### config.mk
export PLATFORM = sky130hd
export DESIGN_NAME = irc_top
export DESIGN_NICKNAME = d
export VERILOG_FILES = /design/src/irc_pkg.sv /design/src/irc_top.sv /design/src/irc_carrier.sv
export VERILOG_INCLUDE_DIRS = /design/src /design/src/src
export SDC_FILE = /design/constraint.sdc
export NUM_CORES = 1
export LEC_CHECK = 0
export ABC_AREA = 0
export BUFFER_PORTS_ARGS = -buffer_cell sky130_fd_sc_hd__buf_2
export CAP_MARGIN = 20
export CORE_ASPECT_RATIO = 1.2
export CORE_MARGIN = 4
export CORE_UTILIZATION = 50
export DETAILED_ROUTE_END_ITERATION = 16
export PLACE_DENSITY = 0.76
export SLEW_MARGIN = 20
export SYNTH_ARGS = -nofsm -noshare
export SYNTH_HDL_FRONTEND = slang
export SYNTH_HIERARCHICAL = 1
export SYNTH_SLANG_ARGS = --single-unit
### constraint.sdc
create_clock -name CLK_IN -period 2 [get_ports CLK_IN]
set_input_delay 0.3 -clock CLK_IN [delete_from_list [all_inputs] [get_ports CLK_IN]]
set_output_delay 0.3 -clock CLK_IN [all_outputs]
set_load 0.05 [all_outputs]
### src/irc_map.svh
// register offsets, field positions, reset values and timing figures of the ir carrier block
`ifndef IRC_MAP_SVH
`define IRC_MAP_SVH

// ****************************************************************
// register byte offsets
// ****************************************************************
`define IRC_OFF_TIMER 4'h0
`define IRC_OFF_HIMOD 4'h4
`define IRC_OFF_LOMOD 4'h8
`define IRC_OFF_CTRL 4'hC

// ****************************************************************
// field positions
// ****************************************************************
`define IRC_TMR_EN_BIT 9
`define IRC_TMR_RUN_BIT 10
`define IRC_TMR_PIN_BIT 11
`define IRC_CAR_DIS_BIT 9
`define IRC_CTRL_HS_BIT 0
`define IRC_CTRL_STOP_BIT 1

// ****************************************************************
// reset values
// ****************************************************************
`define IRC_HIMOD_RST 10'h001
`define IRC_LOMOD_RST 9'h001

// ****************************************************************
// timing: clocks per system period, then figures in system clock periods
// ****************************************************************
`define IRC_CLK_PER_FX 2
`define IRC_DEC_FX 64
`define IRC_LOSS_NORM_FX 4
`define IRC_HS_HALF_FX 32
`define IRC_LOSS_HS_FX 2

`endif

### src/irc_pkg.sv
// types shared by the ir carrier output block
package irc_pkg;

  // ****************************************************************
  // carrier configuration
  // ****************************************************************
  typedef struct packed {
    logic dis;
    logic [8:0] hi;
    logic [8:0] lo;
  } irc_mod_t;

  // ****************************************************************
  // bus handshake states
  // ****************************************************************
  typedef enum logic {IRC_BUS_IDLE, IRC_BUS_ACK} irc_bus_st_t;

  // ****************************************************************
  // module state records
  // ****************************************************************
  typedef struct packed {
    logic level;
    logic [8:0] cnt;
  } irc_car_st_t;

  typedef struct packed {
    irc_bus_st_t bus;
    logic wait_req;
    logic [31:0] rdata;
    logic [8:0] cnt;
    logic en;
    logic [7:0] presc;
    logic hs;
    logic stop;
    irc_mod_t cfg;
    logic car_run;
    logic pin;
    logic ind_n;
  } irc_top_st_t;

endpackage : irc_pkg

### src/irc_top.sv
// ir carrier output: transmission down counter, carrier gating and register slave
//
// Added by the designer: the address map and register access over Avalon-MM.
`timescale 1ns/1ps
`default_nettype none
`include "irc_map.svh"

module irc_top
  import irc_pkg::*;
(
  // clock and reset
  input wire logic CLK_IN,
  input wire logic RST_IN,
  // avalon-mm slave
  input wire logic [3:0] AVS_ADDRESS_IN,
  input wire logic AVS_READ_IN,
  input wire logic AVS_WRITE_IN,
  input wire logic [31:0] AVS_WRITEDATA_IN,
  input wire logic [3:0] AVS_BYTEENABLE_IN,
  output logic [31:0] AVS_READDATA_OUT,
  output logic AVS_WAITREQUEST_OUT,
  // pins
  output logic IR_OUTPUT_PIN_OUT,
  output logic SENSE_INDICATOR_PIN_N_OUT
);

  // ****************************************************************
  // derived cycle counts
  // ****************************************************************

  // the clock stands for twice the system rate, so one system period is two clocks
  localparam int unsigned DEC_CLK = `IRC_DEC_FX * `IRC_CLK_PER_FX;
  localparam logic [7:0] PRESC_RELOAD = 8'(DEC_CLK - 1);
  // the first step carries the extra period of (set value + 1), half a period in high speed, less the start loss;
  // a count of one still gives a full step, at the cost of an 8-bit prescaler
  localparam logic [7:0] FIRST_NORM =
    8'((2 * `IRC_DEC_FX - `IRC_LOSS_NORM_FX) * `IRC_CLK_PER_FX - 1);
  localparam logic [7:0] FIRST_HS =
    8'((`IRC_DEC_FX + `IRC_HS_HALF_FX - `IRC_LOSS_HS_FX) * `IRC_CLK_PER_FX - 1);

  irc_top_st_t st_q;
  irc_top_st_t st_d;
  logic car_level;
  logic car_hi_end;
  logic wr_fire;
  logic [31:0] rd_mux;
  logic [31:0] wd;

  // ****************************************************************
  // helpers
  // ****************************************************************

  // byte-lane merge so partial writes leave other lanes alone
  function automatic logic [31:0] be_merge(input logic [31:0] old_v,
                                           input logic [31:0] new_v,
                                           input logic [3:0] be);
    logic [31:0] r;
    r = old_v;
    for (int i = 0; i < 4; i++) begin
      if (be[i]) begin
        r[i*8 +: 8] = new_v[i*8 +: 8];
      end
    end
    return r;
  endfunction : be_merge

  // ****************************************************************
  // carrier generator
  // ****************************************************************
  irc_carrier u_carrier (
    .clk_in(CLK_IN),
    .rst_in(RST_IN),
    .run_in(st_q.car_run),
    .mod_in(st_q.cfg),
    .level_out(car_level),
    .hi_end_out(car_hi_end)
  );

  // ****************************************************************
  // register read view
  // ****************************************************************

  // unmapped offsets read as zero
  always_comb begin
    rd_mux = 32'h0000_0000;
    case (AVS_ADDRESS_IN)
      `IRC_OFF_TIMER: begin
        rd_mux[8:0] = st_q.cnt;
        rd_mux[`IRC_TMR_EN_BIT] = st_q.en;
        rd_mux[`IRC_TMR_RUN_BIT] = (st_q.cnt != 9'h000);
        rd_mux[`IRC_TMR_PIN_BIT] = st_q.pin;
      end
      `IRC_OFF_HIMOD: begin
        rd_mux[8:0] = st_q.cfg.hi;
        rd_mux[`IRC_CAR_DIS_BIT] = st_q.cfg.dis;
      end
      `IRC_OFF_LOMOD: begin
        rd_mux[8:0] = st_q.cfg.lo; // bit nine stays zero
      end
      `IRC_OFF_CTRL: begin
        rd_mux[`IRC_CTRL_HS_BIT] = st_q.hs;
        rd_mux[`IRC_CTRL_STOP_BIT] = st_q.stop;
      end
      default: begin
        rd_mux = 32'h0000_0000;
      end
    endcase
  end

  // write takes effect at the edge where waitrequest is seen low
  assign wr_fire = (st_q.bus == IRC_BUS_ACK) && AVS_WRITE_IN;
  assign wd = be_merge(rd_mux, AVS_WRITEDATA_IN, AVS_BYTEENABLE_IN);

  // ****************************************************************
  // next-state logic
  // ****************************************************************
  always_comb begin
    st_d = st_q;

    // bus handshake: one wait cycle, then one ready cycle
    case (st_q.bus)
      IRC_BUS_IDLE: begin
        if (AVS_READ_IN || AVS_WRITE_IN) begin
          st_d.bus = IRC_BUS_ACK;
          st_d.wait_req = 1'b0;
          st_d.rdata = rd_mux;
        end
      end
      IRC_BUS_ACK: begin
        st_d.bus = IRC_BUS_IDLE;
        st_d.wait_req = 1'b1;
      end
      default: begin
        st_d.bus = IRC_BUS_IDLE;
        st_d.wait_req = 1'b1;
      end
    endcase

    // down counter; runs whether or not the cpu is halted
    if (st_q.cnt != 9'h000) begin
      if (st_q.presc == 8'h00) begin
        st_d.cnt = st_q.cnt - 9'h001;
        st_d.presc = PRESC_RELOAD;
      end else begin
        st_d.presc = st_q.presc - 8'h01;
      end
    end

    // register writes; a timer write outside stop mode restarts the count
    if (wr_fire) begin
      case (AVS_ADDRESS_IN)
        `IRC_OFF_TIMER: begin
          if (!st_q.stop) begin
            st_d.cnt = wd[8:0];
            st_d.en = wd[`IRC_TMR_EN_BIT];
            // the first step sets the 4 or 2 period start loss of the total
            st_d.presc = st_q.hs ? FIRST_HS : FIRST_NORM;
          end
        end
        `IRC_OFF_HIMOD: begin
          st_d.cfg.hi = wd[8:0];
          st_d.cfg.dis = wd[`IRC_CAR_DIS_BIT];
        end
        `IRC_OFF_LOMOD: begin
          st_d.cfg.lo = wd[8:0];
        end
        `IRC_OFF_CTRL: begin
          st_d.hs = wd[`IRC_CTRL_HS_BIT];
          st_d.stop = wd[`IRC_CTRL_STOP_BIT];
        end
        default: begin
          st_d.cnt = st_d.cnt;
        end
      endcase
    end

    // stop mode: oscillator gone, so the timer is halted and cleared
    if (st_q.stop) begin
      st_d.cnt = 9'h000;
      st_d.en = 1'b0;
      st_d.presc = 8'h00;
    end

    // carrier keeps running after zero only to finish a high phase
    st_d.car_run = !st_q.stop &&
      (((st_q.cnt != 9'h000) && st_q.en && !st_q.cfg.dis) ||
       (st_q.car_run && car_level && !car_hi_end));

    // pin selection
    if (st_q.stop) begin
      st_d.pin = 1'b0;
    end else if ((st_q.cnt != 9'h000) && st_q.en) begin
      // gated by car_run so a restart on a phase flip still opens low
      st_d.pin = st_q.cfg.dis ? 1'b1 : (st_q.car_run && car_level);
    end else begin
      st_d.pin = st_q.car_run && car_level;
    end

    // indicator is low while the timer runs with output enabled
    st_d.ind_n = !((st_q.cnt != 9'h000) && st_q.en);
  end

  // ****************************************************************
  // state register
  // ****************************************************************
  always_ff @(posedge CLK_IN or posedge RST_IN) begin
    if (RST_IN) begin
      st_q.bus <= IRC_BUS_IDLE;
      st_q.wait_req <= 1'b1;
      st_q.rdata <= 32'h0000_0000;
      st_q.cnt <= 9'h000;
      st_q.en <= 1'b0;
      st_q.presc <= 8'h00;
      st_q.hs <= 1'b0;
      st_q.stop <= 1'b0;
      st_q.cfg.dis <= 1'(`IRC_HIMOD_RST >> `IRC_CAR_DIS_BIT);
      st_q.cfg.hi <= 9'(`IRC_HIMOD_RST);
      st_q.cfg.lo <= `IRC_LOMOD_RST;
      st_q.car_run <= 1'b0;
      st_q.pin <= 1'b0;
      st_q.ind_n <= 1'b1;
    end else begin
      st_q <= st_d;
    end
  end

  // outputs straight from the state flops
  assign AVS_READDATA_OUT = st_q.rdata;
  assign AVS_WAITREQUEST_OUT = st_q.wait_req;
  assign IR_OUTPUT_PIN_OUT = st_q.pin;
  assign SENSE_INDICATOR_PIN_N_OUT = st_q.ind_n;
endmodule : irc_top

`default_nettype wire

### src/irc_carrier.sv
// carrier period counter with separate high and low phase lengths
`timescale 1ns/1ps
`default_nettype none

module irc_carrier
  import irc_pkg::*;
(
  // clock and reset
  input wire logic clk_in,
  input wire logic rst_in,
  // control
  input wire logic run_in,
  input wire irc_mod_t mod_in,
  // carrier
  output logic level_out,
  output logic hi_end_out
);

  irc_car_st_t st_q;
  irc_car_st_t st_d;

  // ****************************************************************
  // phase counter
  // ****************************************************************

  // one count per clock, the clock standing for twice the system rate
  always_comb begin
    st_d = st_q;
    if (!run_in) begin
      // parked in the low phase so a start always opens low
      st_d.level = 1'b0;
      st_d.cnt = mod_in.lo;
    end else if (st_q.cnt == 9'h000) begin
      st_d.level = !st_q.level;
      st_d.cnt = st_q.level ? mod_in.lo : mod_in.hi;
    end else begin
      st_d.cnt = st_q.cnt - 9'h001;
    end
  end

  always_ff @(posedge clk_in or posedge rst_in) begin
    if (rst_in) begin
      st_q <= '0;
    end else begin
      st_q <= st_d;
    end
  end

  // outputs
  assign level_out = st_q.level;
  assign hi_end_out = run_in && st_q.level && (st_q.cnt == 9'h000);
endmodule : irc_carrier

`default_nettype wire

## Word level (Yosys, flattened, before mapping)

Cells that the tools add are included.
W data, S select, Z words.

| cells by class | value |
|---|---|
| bitwise gates (word level) | 1 |
| reduce and logical (&&, ||, !) cells | 25 |
| mux-type cells | 27 |
| $add $sub $neg | 3 |
| eq/ne operators | 5 |

Operators by type and width:

| operator | number |
|---|---|
| $mux W9 | 7 |
| $mux W39 | 1 |
| $mux W34 | 1 |
| $mux W8 | 3 |
| $pmux W7 S3 | 1 |
| $mux W10 | 2 |
| $mux W18 | 1 |
| $sub A9 B1 Y9 const B | 2 |
| $reduce_and A2 Y1 | 5 |
| $logic_not A9 Y1 | 1 |
| $reduce_bool A9 Y1 | 1 |
| $eq A4 B4 Y1 const B | 2 |
| $logic_not A8 Y1 | 1 |
| $pmux W2 S4 | 1 |
| $sub A8 B1 Y8 const B | 1 |
| $logic_and A1 B1 Y1 | 7 |
| $mux W7 | 1 |
| $mux W2 | 3 |
| $logic_not A1 Y1 | 5 |
| $eq A4 B3 Y1 const B | 1 |
| $logic_not A4 Y1 | 1 |
| $mux W1 | 4 |
| $pmux W2 S2 | 1 |
| $reduce_bool A2 Y1 | 2 |
| 5 further kinds | 6 |

| word-level totals | value |
|---|---|
| output and inout bits | 35 |
| bits of input ports | 44 |
| word-level logic and storage cells | 77 |
| flip-flop bits (word level) | 66 |

## Logic depth before layout (Yosys ltp)

Gate-level depths: netlist (run 1).

| depth | value |
|---|---|
| word-level depth | 6 |
| mapped depth | 7 |
| depth with buffers taken out | 6 |

## Modules after synthesis

The synthesis (run 1) kept the hierarchy.

Modules (own cells, without submodules):

| module | times used | cells an instance | area each (µm²) |
|---|---|---|---|
| irc_top | 1 | 344 | 3274.4 |
| irc_carrier | 1 | 70 | 720.7 |

## Worst setup path after synthesis (run 1)

No wires, ideal clock.

| path | value |
|---|---|
| path kind | reg2reg |
| from | register st_q[24] (netlist bit) |
| to | register st_q[37] (netlist bit) |
| arrival | 1913 ps |
| cell stages (with the launch flop) | 7 |
| data required time | 1918 ps |
| clock period less this slack | 1994 ps |
| path buffers | 0 |
| slack | 6 ps |
| path through | dfrtp_1 > inv_1 > ha_1 > or3b_2 > a211oi_4 > or4b_1 > a31oi_1 |

RTL lines:

| item | RTL line | source |
|---|---|---|
| start, declared | irc_top.sv:41 | `irc_top_st_t st_q;` |
| start signal, assigned | irc_top.sv:223 | `st_q <= st_d;` |

==> key figures, run 1 <==
Timing
  • Measured slew at the worst slew-check pin: 0.5200 ns
  • Min Tclk post-route: 1.964 ns
  • Clock Skew: 0.01136 ns
  • Setup TNS: 0 ns
  • Final hold vios: 0
  • Crit share post-route: 98.22%
  • Max_slew headroom: 64.88%
  • Hold_ws: 0.3128 ns
  • Final Slew Violations: 0
  • Fmax: 509.0 MHz
  • Final setup fails: 0

Setup path
  • CP Capture Type: register
  • Crit Path Category: register to register
  • CP startpoint kind: register
  • Req. time, crit path: 2.28 ns
  • WP data arrival: 2.25 ns
  • Crit Path Max Fanout: 5

Layout
  • Final instance area: 4746 um2
  • Diodes inserted: 0
  • Most common cell after layout, fill and taps aside: dfrtp_1
  • Synthesis-to-layout area growth: 18.79%
  • Share of cells above drive strength 1: 31.74%
  • Final nets: 525
  • Non-Filler Instances: 574
  • Most frequent cells in the layout: dfrtp_1, buf_4, nand2_1

Floorplanning
  • IO Pins: 79
  • Core area: 7751 um2
  • Die height: 105.9 um
  • Die X: 89.60 um
  • # rows: 35
  • DIE AREA: 9490 um2
  • Starting Density: 51.54%

Drt
  • Via count: 3,498
  • Vias/cell: 6.094
  • Routed len/inst: 18.56 um
  • Pre-antenna DRT Iters: 4
  • Final WL: 10.66 mm
  • First DRT Iteration DRCs: 306
  • Post-route ant nets: 0
  • # DRC: 0

Global routing
  • Met2 Use GR: 36.09%
  • Aggregate global-route resource usage: 23.60%
  • Met3 usage: 4.651%
  • First-pass GRT wire length: 17.15 mm
  • Vias in the first global route: 3,372
  • Total gr overflow: 0
  • Initial antenna violation count: 0
  • GR Util met1: 32.12%
  • Largest net degree at the start of global routing: 31
  • GR peak layer: met2

Power and ir drop
  • Clock power share: 21.1%
  • PD cells: 1410 nW/um2
  • Comb pwr share: 49.0%
  • IR drop worst, VDD: 0.7680 mV
  • Leakage: 2.137 nW
  • Sw frac: 40.21%
  • Internal power: 4.002 mW
  • Overall Power: 6.693 mW
  • Sw Pwr: 2.691 mW
  • Part of the power in registers: 29.9%

Synthesis
  • Average cell area after synthesis: 9.650 um2
  • Netlist cell types: 78
  • Leading area contributor after synthesis: dfrtp_1
  • Synth top area share: 38.83%
  • Synth Cell Area: 3995 um2
  • Post-synthesis sequential area ratio: 41.47%
  • Top FF cell, synth: dfrtp_1
  • Post-synth EDFFs: 0
  • FF+latch count, synth: 66
  • Top cells by area, synth: dfrtp_1, buf_4, nand2_1
  • Synth Instances: 414
  • Synth warn: 6
  • Ys async rst share: 100.0%

Clocking
  • Clock Path Buffers: 2
  • Sink Count: 66
  • CTS Buf Count: 9
  • Clock Root Buffer: clkbuf_8
  • Worst-path clk slew: 0.08 ns
  • Clock Latency Late Sink: 0.36 ns
  • # H-tree levels: 3
  • CTS tree: yes

Placement
  • Placed cell area: 4365 um2
  • PortBufs: 34
  • Placed cells: 551
  • Post-DP HPWL: 7.924 mm
  • Placer Congestion: 0.9104

Run status
  • Status: completed

Min path
  • Worst hold path class: input port to register

Flow run
  • Max Cap Viol: 0
timing repair:
action / 4_1_cts / 5_1_grt
pin swaps: 0 / 4
hold buffers: 1 / 0
hold endpoints to repair: 17 / 0
gates resized for setup: 1 / 20
endpoints found under the setup margin: 1 / 19
buffers inserted: 0 / 6
worst max-delay path, cell delays in order, from the launching register on:
cell and delay, ns:
dfrtp_1 0.42, or4_4 0.61, a211oi_4 0.23, or4b_1 0.45, a31oi_1 0.17
state kept, by name, summed over array words and instances, names as in the netlist:
name and count:
AVS_READDATA_OUT 12, IR_OUTPUT_PIN_OUT 1, st_q 41, u_carrier/st_q 9
SENSE_INDICATOR_PIN_N_OUT 1, u_carrier/level_out 1, AVS_WAITREQUEST_OUT 1
cell type report:
cell class / count / area (um2)
clock inverter: 6 / 113.9
timing repair buffer: 87 / 583.1
sequential: 66 / 1659
fill: 688 / 3005
multi-input combinational: 299 / 2085
tap: 92 / 115.1
inverter: 14 / 52.55
clock buffer: 10 / 137.6
power groups by stage:
stage	registers (mW)	clock network [mW]	logic (mW)
after CTS	1.97	1.43	3.06
after global placement	1.97	0	2.95
after floorplan	1.95	0	2.09
after global routing	2.03	1.50	3.57
after detailed placement	1.99	0	3.03
final	2.00	1.41	3.28
cell families (layout without fill, tap and decap cells):
group / after synthesis / count (layout) / synth area share, %
compound gates: 112 / 112 / 20.39
simple gates: 142 / 142 / 20.89
buf+inv: 68 / 117 / 9.928
other cells: 1 / 20 / 0.09387
mux: 16 / 16 / 4.886
xor+xnor: 5 / 5 / 1.096
flops: 66 / 66 / 41.47
fa+ha+maj: 4 / 4 / 1.253
routing by layer:
layer / vias up / share of wire [%]
met5: - / 0
met1: 1707 / 42
met3: 34 / 6.1
met4: 0 / 3.0
li1: 1610 / -
met2: 147 / 49
cells in the mapped netlist, types with 3 or more instances:
cell	count
nor3_1	11
o211ai_1	5
or4_4	3
buf_2	5
ha_1	4
nand3_1	6
nor2b_1	7
nor2_1	16
a2bb2oi_1	7
mux2_2	8
and2_1	3
nand4_1	4
xor2_1	3
a22o_1	7
dfstp_2	4
dfrtp_1	62
inv_1	14
buf_4	32
nand3b_1	9
nor4_1	6
nand2_1	42
or3_1	6
o41ai_1	5
a31oi_1	3
clkbuf_1	14
or2_2	3
o22ai_1	4
a22oi_1	4
a21oi_1	16
a211oi_1	3
a311oi_1	4
mux2i_1	6
o21ai_0	26
per-stage QoR:
step                      setup slack [ns]  util [%]
after global placement             0.02774     56.32
final                              0.03553     61.23
after detailed placement          -0.01213     56.32
after CTS                          0.03469     59.73
after floorplan                   0.005591         -
after global routing             -0.009958     61.23
path summary, 6_finish.rpt:
path	start	end	slack, ns	cells after the start
max	st_q[30]$_DFF_PP0_	st_q[37]$_DFF_PP0_	0.04	4
min	AVS_WRITEDATA_IN[9]	st_q[21]$_DFFE_PP0P_	0.31	5
max reg2reg	st_q[30]$_DFF_PP0_	st_q[37]$_DFF_PP0_	0.04	4
min reg2reg	AVS_READDATA_OUT[8]$_DFFE_PP0P_	AVS_READDATA_OUT[8]$_DFFE_PP0P_	0.48	2
max in group asynchronous	RST_IN	SENSE_INDICATOR_PIN_N_OUT$_DFF_PP1_	1.03	4
min in group asynchronous	RST_IN	st_q[17]$_DFFE_PP0P_	0.40	3
Power figures use the tool's default switching activity.
==> run 2, diff against run 1 <==
--- a/config.mk
+++ b/config.mk
@@ -11,10 +11,10 @@
 export CAP_MARGIN = 20
 export CORE_ASPECT_RATIO = 1.2
 export CORE_MARGIN = 4
-export CORE_UTILIZATION = 50
+export CORE_UTILIZATION = 54
 export DETAILED_ROUTE_END_ITERATION = 16
-export PLACE_DENSITY = 0.76
-export SLEW_MARGIN = 20
+export PLACE_DENSITY = 0.78
+export SLEW_MARGIN = 40
 export SYNTH_ARGS = -nofsm -noshare
 export SYNTH_HDL_FRONTEND = slang
 export SYNTH_HIERARCHICAL = 1
==> constraint.sdc (replaced) <==
create_clock -name CLK_IN -period 2.16 [get_ports CLK_IN]
set_input_delay 0.324 -clock CLK_IN [delete_from_list [all_inputs] [get_ports CLK_IN]]
set_output_delay 0.324 -clock CLK_IN [all_outputs]
set_load 0.05 [all_outputs]
==> run 2 against run 1 <==
Register-to-register slack improved by 0.06 ns; via count decreased by 5.3%; first-iteration DRC count decreased by 7.5%; combinational power decreased by 23%; critical path depth unchanged; final cell count decreased by 5.7%; largest cell class unchanged; highest routed layer unchanged.
==> key figures, run 2 (synthesis results as in run 1) <==
Run status
  • Status: completed

Power and ir drop
  • Leakage: 1.964 nW
  • PD cells: 1243 nW/um2
  • Overall Power: 5.466 mW
  • IR drop worst, VDD: 0.6170 mV

Global routing
  • Total gr overflow: 0
  • Aggregate global-route resource usage: 23.60%
  • Largest net degree at the start of global routing: 24
  • Initial antenna violation count: 0
  • Vias in the first global route: 3,237
  • First-pass GRT wire length: 16.01 mm

Layout
  • Most common cell after layout, fill and taps aside: dfrtp_1
  • Share of cells above drive strength 1: 24.17%
  • Non-Filler Instances: 541
  • Max reg flops: 41
  • Layout fillers: 606
  • Biggest register: st_q
  • Final nets: 495
  • Final Util: 60.81%
  • Diodes inserted: 0
  • Synthesis-to-layout area growth: 10.08%
  • Most frequent cells in the layout: dfrtp_1, nand2_1, buf_2

Floorplanning
  • IO Pins: 79
  • Die height: 102.2 um
  • DIE AREA: 8845 um2
  • # rows: 34
  • Starting Density: 55.24%
  • Die X: 86.52 um
  • Core area: 7232 um2

Setup path
  • R2R Path End: st_q[37]$_DFF_PP0_
  • Reg2reg path depth: 4
  • Worst R2R Start: st_q[27]$_DFF_PP0_
  • Crit Path Max Fanout: 7
  • WP data arrival: 2.33 ns
  • Crit Path Category: register to register
  • CP startpoint kind: register
  • CP Capture Type: register
  • Req. time, crit path: 2.43 ns
  • R2R Setup Slk: 0.1 ns

Clocking
  • Setup repair bufs after CTS: 0
  • Clock Root Buffer: clkbuf_8
  • Sink Count: 66
  • Clock Path Buffers: 2
  • Worst-path clk slew: 0.07 ns
  • CTS Buf Count: 9
  • # H-tree levels: 3
  • Clock Latency Late Sink: 0.35 ns
  • CTS tree: yes

Placement
  • PortBufs: 34
  • Placed cells: 525
  • Placer Congestion: 0.9158
  • Post-DP HPWL: 7.431 mm

Timing
  • Hold_ws: 0.3600 ns
  • Crit share post-route: 95.50%
  • Max_slew headroom: 53.56%
  • RSZ-0062 raised after global routing: no
  • Fmax: 484.8 MHz
  • Measured slew at the worst slew-check pin: 0.6876 ns
  • Final Slew Violations: 0
  • Clock Skew: 0.006204 ns
  • Min Tclk post-route: 2.063 ns
  • Final setup fails: 0
  • Setup TNS: 0 ns
  • Final hold vios: 0

Drt
  • Pre-antenna DRT Iters: 5
  • Vias/cell: 6.126
  • First DRT Iteration DRCs: 283
  • Final WL: 9.877 mm
  • Post-route ant nets: 0
  • Routed len/inst: 18.26 um
  • # DRC: 0
  • Via count: 3,314

Min path
  • Hold Path Stages: 3
  • Hold EP: st_q[18]$_DFFE_PP0P_
  • Hold path start: AVS_WRITEDATA_IN[6]
  • Worst hold path class: input port to register

Flow run
  • Max Cap Viol: 0
## run 2: changes by cell type in the layout (fill, tap and decap cells not counted), sizes merged
cell      before  now
clkinv         1    2
buf           86   56
clkinvlp       2    0
clkbuf        10   12
bufinv         3    1
## run 2: per-layer routing
| metal | share of wire (%) | vias to the layer above | track usage, % |
|---|---|---|---|
| li1 | - | 1549 | - |
| met5 | 0 | - | 0 |
| met3 | 6.2 | 20 | 4.516 |
| met1 | 43 | 1615 | 31.88 |
| met2 | 48 | 130 | 37.69 |
| met4 | 2.4 | 0 | 9.113 |
## run 2: worst max-delay path, cell delays in order (launching register included)
cell and delay, ns:
dfrtp_1 0.48, or4_4 0.62, a211oi_4 0.27, or4b_1 0.45, a31oi_1 0.17
## run 2: per-stage QoR
stage / setup WS (ns) / cell area (um2)
6_report: 0.09714 / 4398
5_1_grt: 0.009980 / 4398
4_1_cts: 0.04937 / 4375
3_5_place_dp: 0.03995 / 4170
3_3_place_gp: 0.1505 / 4170
2_1_floorplan: 0.1656 / 4066
## run 2: cell type report
cell class | instances | area (um2) | share of cell area (%)
multi-input combinational | 299 | 2036 | 46.29
inverter | 14 | 52.55 | 1.195
timing repair buffer | 57 | 345.3 | 7.852
tap | 90 | 112.6 | 2.560
clock inverter | 3 | 40.04 | 0.9104
clock buffer | 12 | 155.1 | 3.528
sequential | 66 | 1657 | 37.67
## run 2: timing repair
item,in CTS,in global routing
gates resized for setup,0,6
hold endpoints to repair,27,0
hold buffers,1,0
endpoints found under the setup margin,0,4
## run 2: worst max path at each step
stage                             from  cells after the start                 end
global route        st_q[33]$_DFF_PP0_                      7  st_q[27]$_DFF_PP0_
CTS                 st_q[33]$_DFF_PP0_                      7  st_q[27]$_DFF_PP0_
floorplan           st_q[24]$_DFF_PP0_                      6  st_q[37]$_DFF_PP0_
global placement    st_q[33]$_DFF_PP0_                      7  st_q[27]$_DFF_PP0_
detailed placement  st_q[33]$_DFF_PP0_                      7  st_q[27]$_DFF_PP0_
finish              st_q[27]$_DFF_PP0_                      4  st_q[37]$_DFF_PP0_
## run 2: where the power goes
part | leakage [nW] | total (mW) | internal [mW] | switching, mW
sequential | 0.870 | 1.90 | 1.53 | 0.365
combinational | 0.992 | 2.51 | 1.06 | 1.44
clock | 0.102 | 1.06 | 0.587 | 0.476
==> run 3, diff against run 2 <==
--- a/config.mk
+++ b/config.mk
@@ -7,13 +7,13 @@
 export NUM_CORES = 1
 export LEC_CHECK = 0
 export ABC_AREA = 0
-export BUFFER_PORTS_ARGS = -buffer_cell sky130_fd_sc_hd__buf_2
 export CAP_MARGIN = 20
 export CORE_ASPECT_RATIO = 1.2
 export CORE_MARGIN = 4
 export CORE_UTILIZATION = 54
 export DETAILED_ROUTE_END_ITERATION = 16
-export PLACE_DENSITY = 0.78
+export DONT_BUFFER_PORTS = 1
+export PLACE_DENSITY = 0.69
 export SLEW_MARGIN = 40
 export SYNTH_ARGS = -nofsm -noshare
 export SYNTH_HDL_FRONTEND = slang
==> run 3 against run 2 <==
Fmax decreased by 0.37%; register-to-register slack about the same; largest cell class unchanged; clock power down 5%; non-clock buffer count down 30; highest routed layer is now met5; utilization is 1.9 points lower; clock skew rose by 0.0064 ns; global-route usage down 0.41 points.
==> key figures, run 3 (synthesis results as in run 1) <==
Timing
  • Measured slew at the worst slew-check pin: 0.7336 ns
  • Final WS setup: 0.08939 ns
  • Final hold vios: 0
  • Final setup fails: 0
  • Setup TNS: 0 ns
  • Fmax: 482.9 MHz
  • RSZ-0062 raised after global routing: no
  • Max_slew headroom: 50.99%
  • Crit share post-route: 95.86%
  • Min Tclk post-route: 2.071 ns
  • Final Slew Violations: 0
  • Clock Skew: 0.01259 ns

Power and ir drop
  • IR drop worst, VDD: 0.5405 mV
  • Part of the power in registers: 36.0%
  • Sw Pwr: 2.275 mW
  • Leakage: 1.824 nW
  • Clock power share: 18.6%
  • Comb pwr share: 45.4%
  • Internal power: 3.148 mW
  • Sw frac: 41.95%
  • PD cells: 1274 nW/um2

Clocking
  • Worst-path clk slew: 0.07 ns
  • Clock Latency Late Sink: 0.34 ns
  • Clock Path Buffers: 2
  • Clock Root Buffer: clkbuf_8
  • Sink Count: 66
  • CTS tree: yes
  • CTS Buf Count: 9
  • # H-tree levels: 3

Setup path
  • Req. time, crit path: 2.43 ns
  • Slowest CP cell: or3b_2
  • Buf/Inv on CP: 1
  • Worst R2R Start: st_q[24]$_DFF_PP0_
  • Worst setup path end: st_q[37]$_DFF_PP0_
  • R2R Setup Slk: 0.09 ns
  • R2R Path End: st_q[37]$_DFF_PP0_
  • Reg2reg path depth: 6
  • Crit-path cells: inv_1, ha_1, or3b_2, a211oi_4, or4b_1, a31oi_1
  • CP Depth: 6
  • Worst Setup SP: st_q[24]$_DFF_PP0_
  • Crit Path Category: register to register
  • CP startpoint kind: register
  • WP data arrival: 2.34 ns
  • Worst path max stage delay: 0.53 ns
  • Cell family with most CP delay: simple AND/OR/NAND/NOR gates
  • CP Capture Type: register
  • Crit Path Max Fanout: 4

Layout
  • Final instance area: 4258 um2
  • Final Util: 58.88%
  • Share of cells above drive strength 1: 18.48%
  • Final nets: 465
  • Biggest register: st_q
  • Diodes inserted: 0
  • Most frequent cells in the layout: dfrtp_1, nand2_1, buf_4
  • Most common cell after layout, fill and taps aside: dfrtp_1
  • Max reg flops: 41
  • Synthesis-to-layout area growth: 6.577%

Placement
  • Placer Congestion: 0.8495
  • Placed cell area: 4043 um2
  • Setup Slack @ Placement: 0.1121 ns
  • PortBufs: 0
  • Post-DP HPWL: 7.392 mm

Run status
  • Status: completed

Global routing
  • Vias in the first global route: 3,115
  • Met3 usage: 6.210%
  • Largest net degree at the start of global routing: 30
  • Total gr overflow: 0
  • First-pass GRT wire length: 15.64 mm
  • GR peak layer: met2
  • GR Util met1: 29.80%
  • Initial antenna violation count: 1
  • Aggregate global-route resource usage: 23.19%
  • Met2 Use GR: 37.46%

Drt
  • Pre-antenna DRT Iters: 4
  • Via count: 3,151
  • Vias/cell: 6.154
  • Final WL: 9.755 mm
  • Routed len/inst: 19.05 um
  • # DRC: 0
  • First DRT Iteration DRCs: 201
  • Post-route ant nets: 0

Floorplanning
  • Die height: 102.2 um
  • DIE AREA: 8845 um2
  • Starting Density: 55.24%
  • IO Pins: 79
  • Die X: 86.52 um
  • # rows: 34
  • Core area: 7232 um2

Flow run
  • Max Cap Viol: 0

Min path
  • Worst hold path class: input port to register
-- run 3: per-stage QoR --
step	total power [mW]	hold WS, ns	std cells
floorplan	3.747	0.1642	433
global placement	4.292	0.2193	495
detailed placement	4.349	0.2262	495
CTS	5.374	0.07528	512
global route	5.783	0.07637	512
finish	5.423	0.08372	512
-- run 3: repair_timing --
| action | CTS | global route |
|---|---|---|
| setup endpoints to repair | 0 | 7 |
| buffers inserted | 0 | 0 |
| hold endpoints to repair | 35 | 0 |
| hold buffers | 1 | 0 |
| gates resized for setup | 0 | 7 |
-- run 3: how the worst min path moves through the flow --
stage,from,slack (ns),endpoint,cells past startpoint
after global placement,RST_IN,0.22,u_carrier/st_q[5]$_DFF_PP0_,1
final,AVS_ADDRESS_IN[3],0.08,AVS_READDATA_OUT[9]$_DFFE_PP0P_,1
after floorplan,RST_IN,0.16,u_carrier/level_out$_DFFE_PP0P_,1
after CTS,AVS_ADDRESS_IN[3],0.08,AVS_READDATA_OUT[9]$_DFFE_PP0P_,1
after detailed placement,RST_IN,0.23,u_carrier/st_q[5]$_DFF_PP0_,1
after global routing,AVS_ADDRESS_IN[3],0.08,AVS_READDATA_OUT[9]$_DFFE_PP0P_,1
-- run 3: cell type report --
class,instances,area (um2)
Fill cell,625,2974
Multi-Input combinational cell,299,2031
Sequential cell,66,1657
Timing Repair Buffer,27,217.7
Clock buffer,11,131.4
Tap cell,90,112.6
Clock inverter,5,56.30
Inverter,14,52.55
-- run 3: power by group through the flow --
stage,Combinational [mW],Clock (mW),Sequential (mW)
floorplan,1.94,0,1.81
global placement,2.35,0,1.95
detailed placement,2.38,0,1.96
CTS,2.40,1.03,1.94
global route,2.71,1.08,1.99
finish,2.46,1.01,1.95
-- run 3: routing by layer --
| layer | share of wire, % | up-vias |
|---|---|---|
| li1 | - | 1494 |
| met2 | 48 | 108 |
| met5 | 0.072 | - |
| met4 | 2.4 | 2 |
| met1 | 42 | 1526 |
| met3 | 7.6 | 21 |
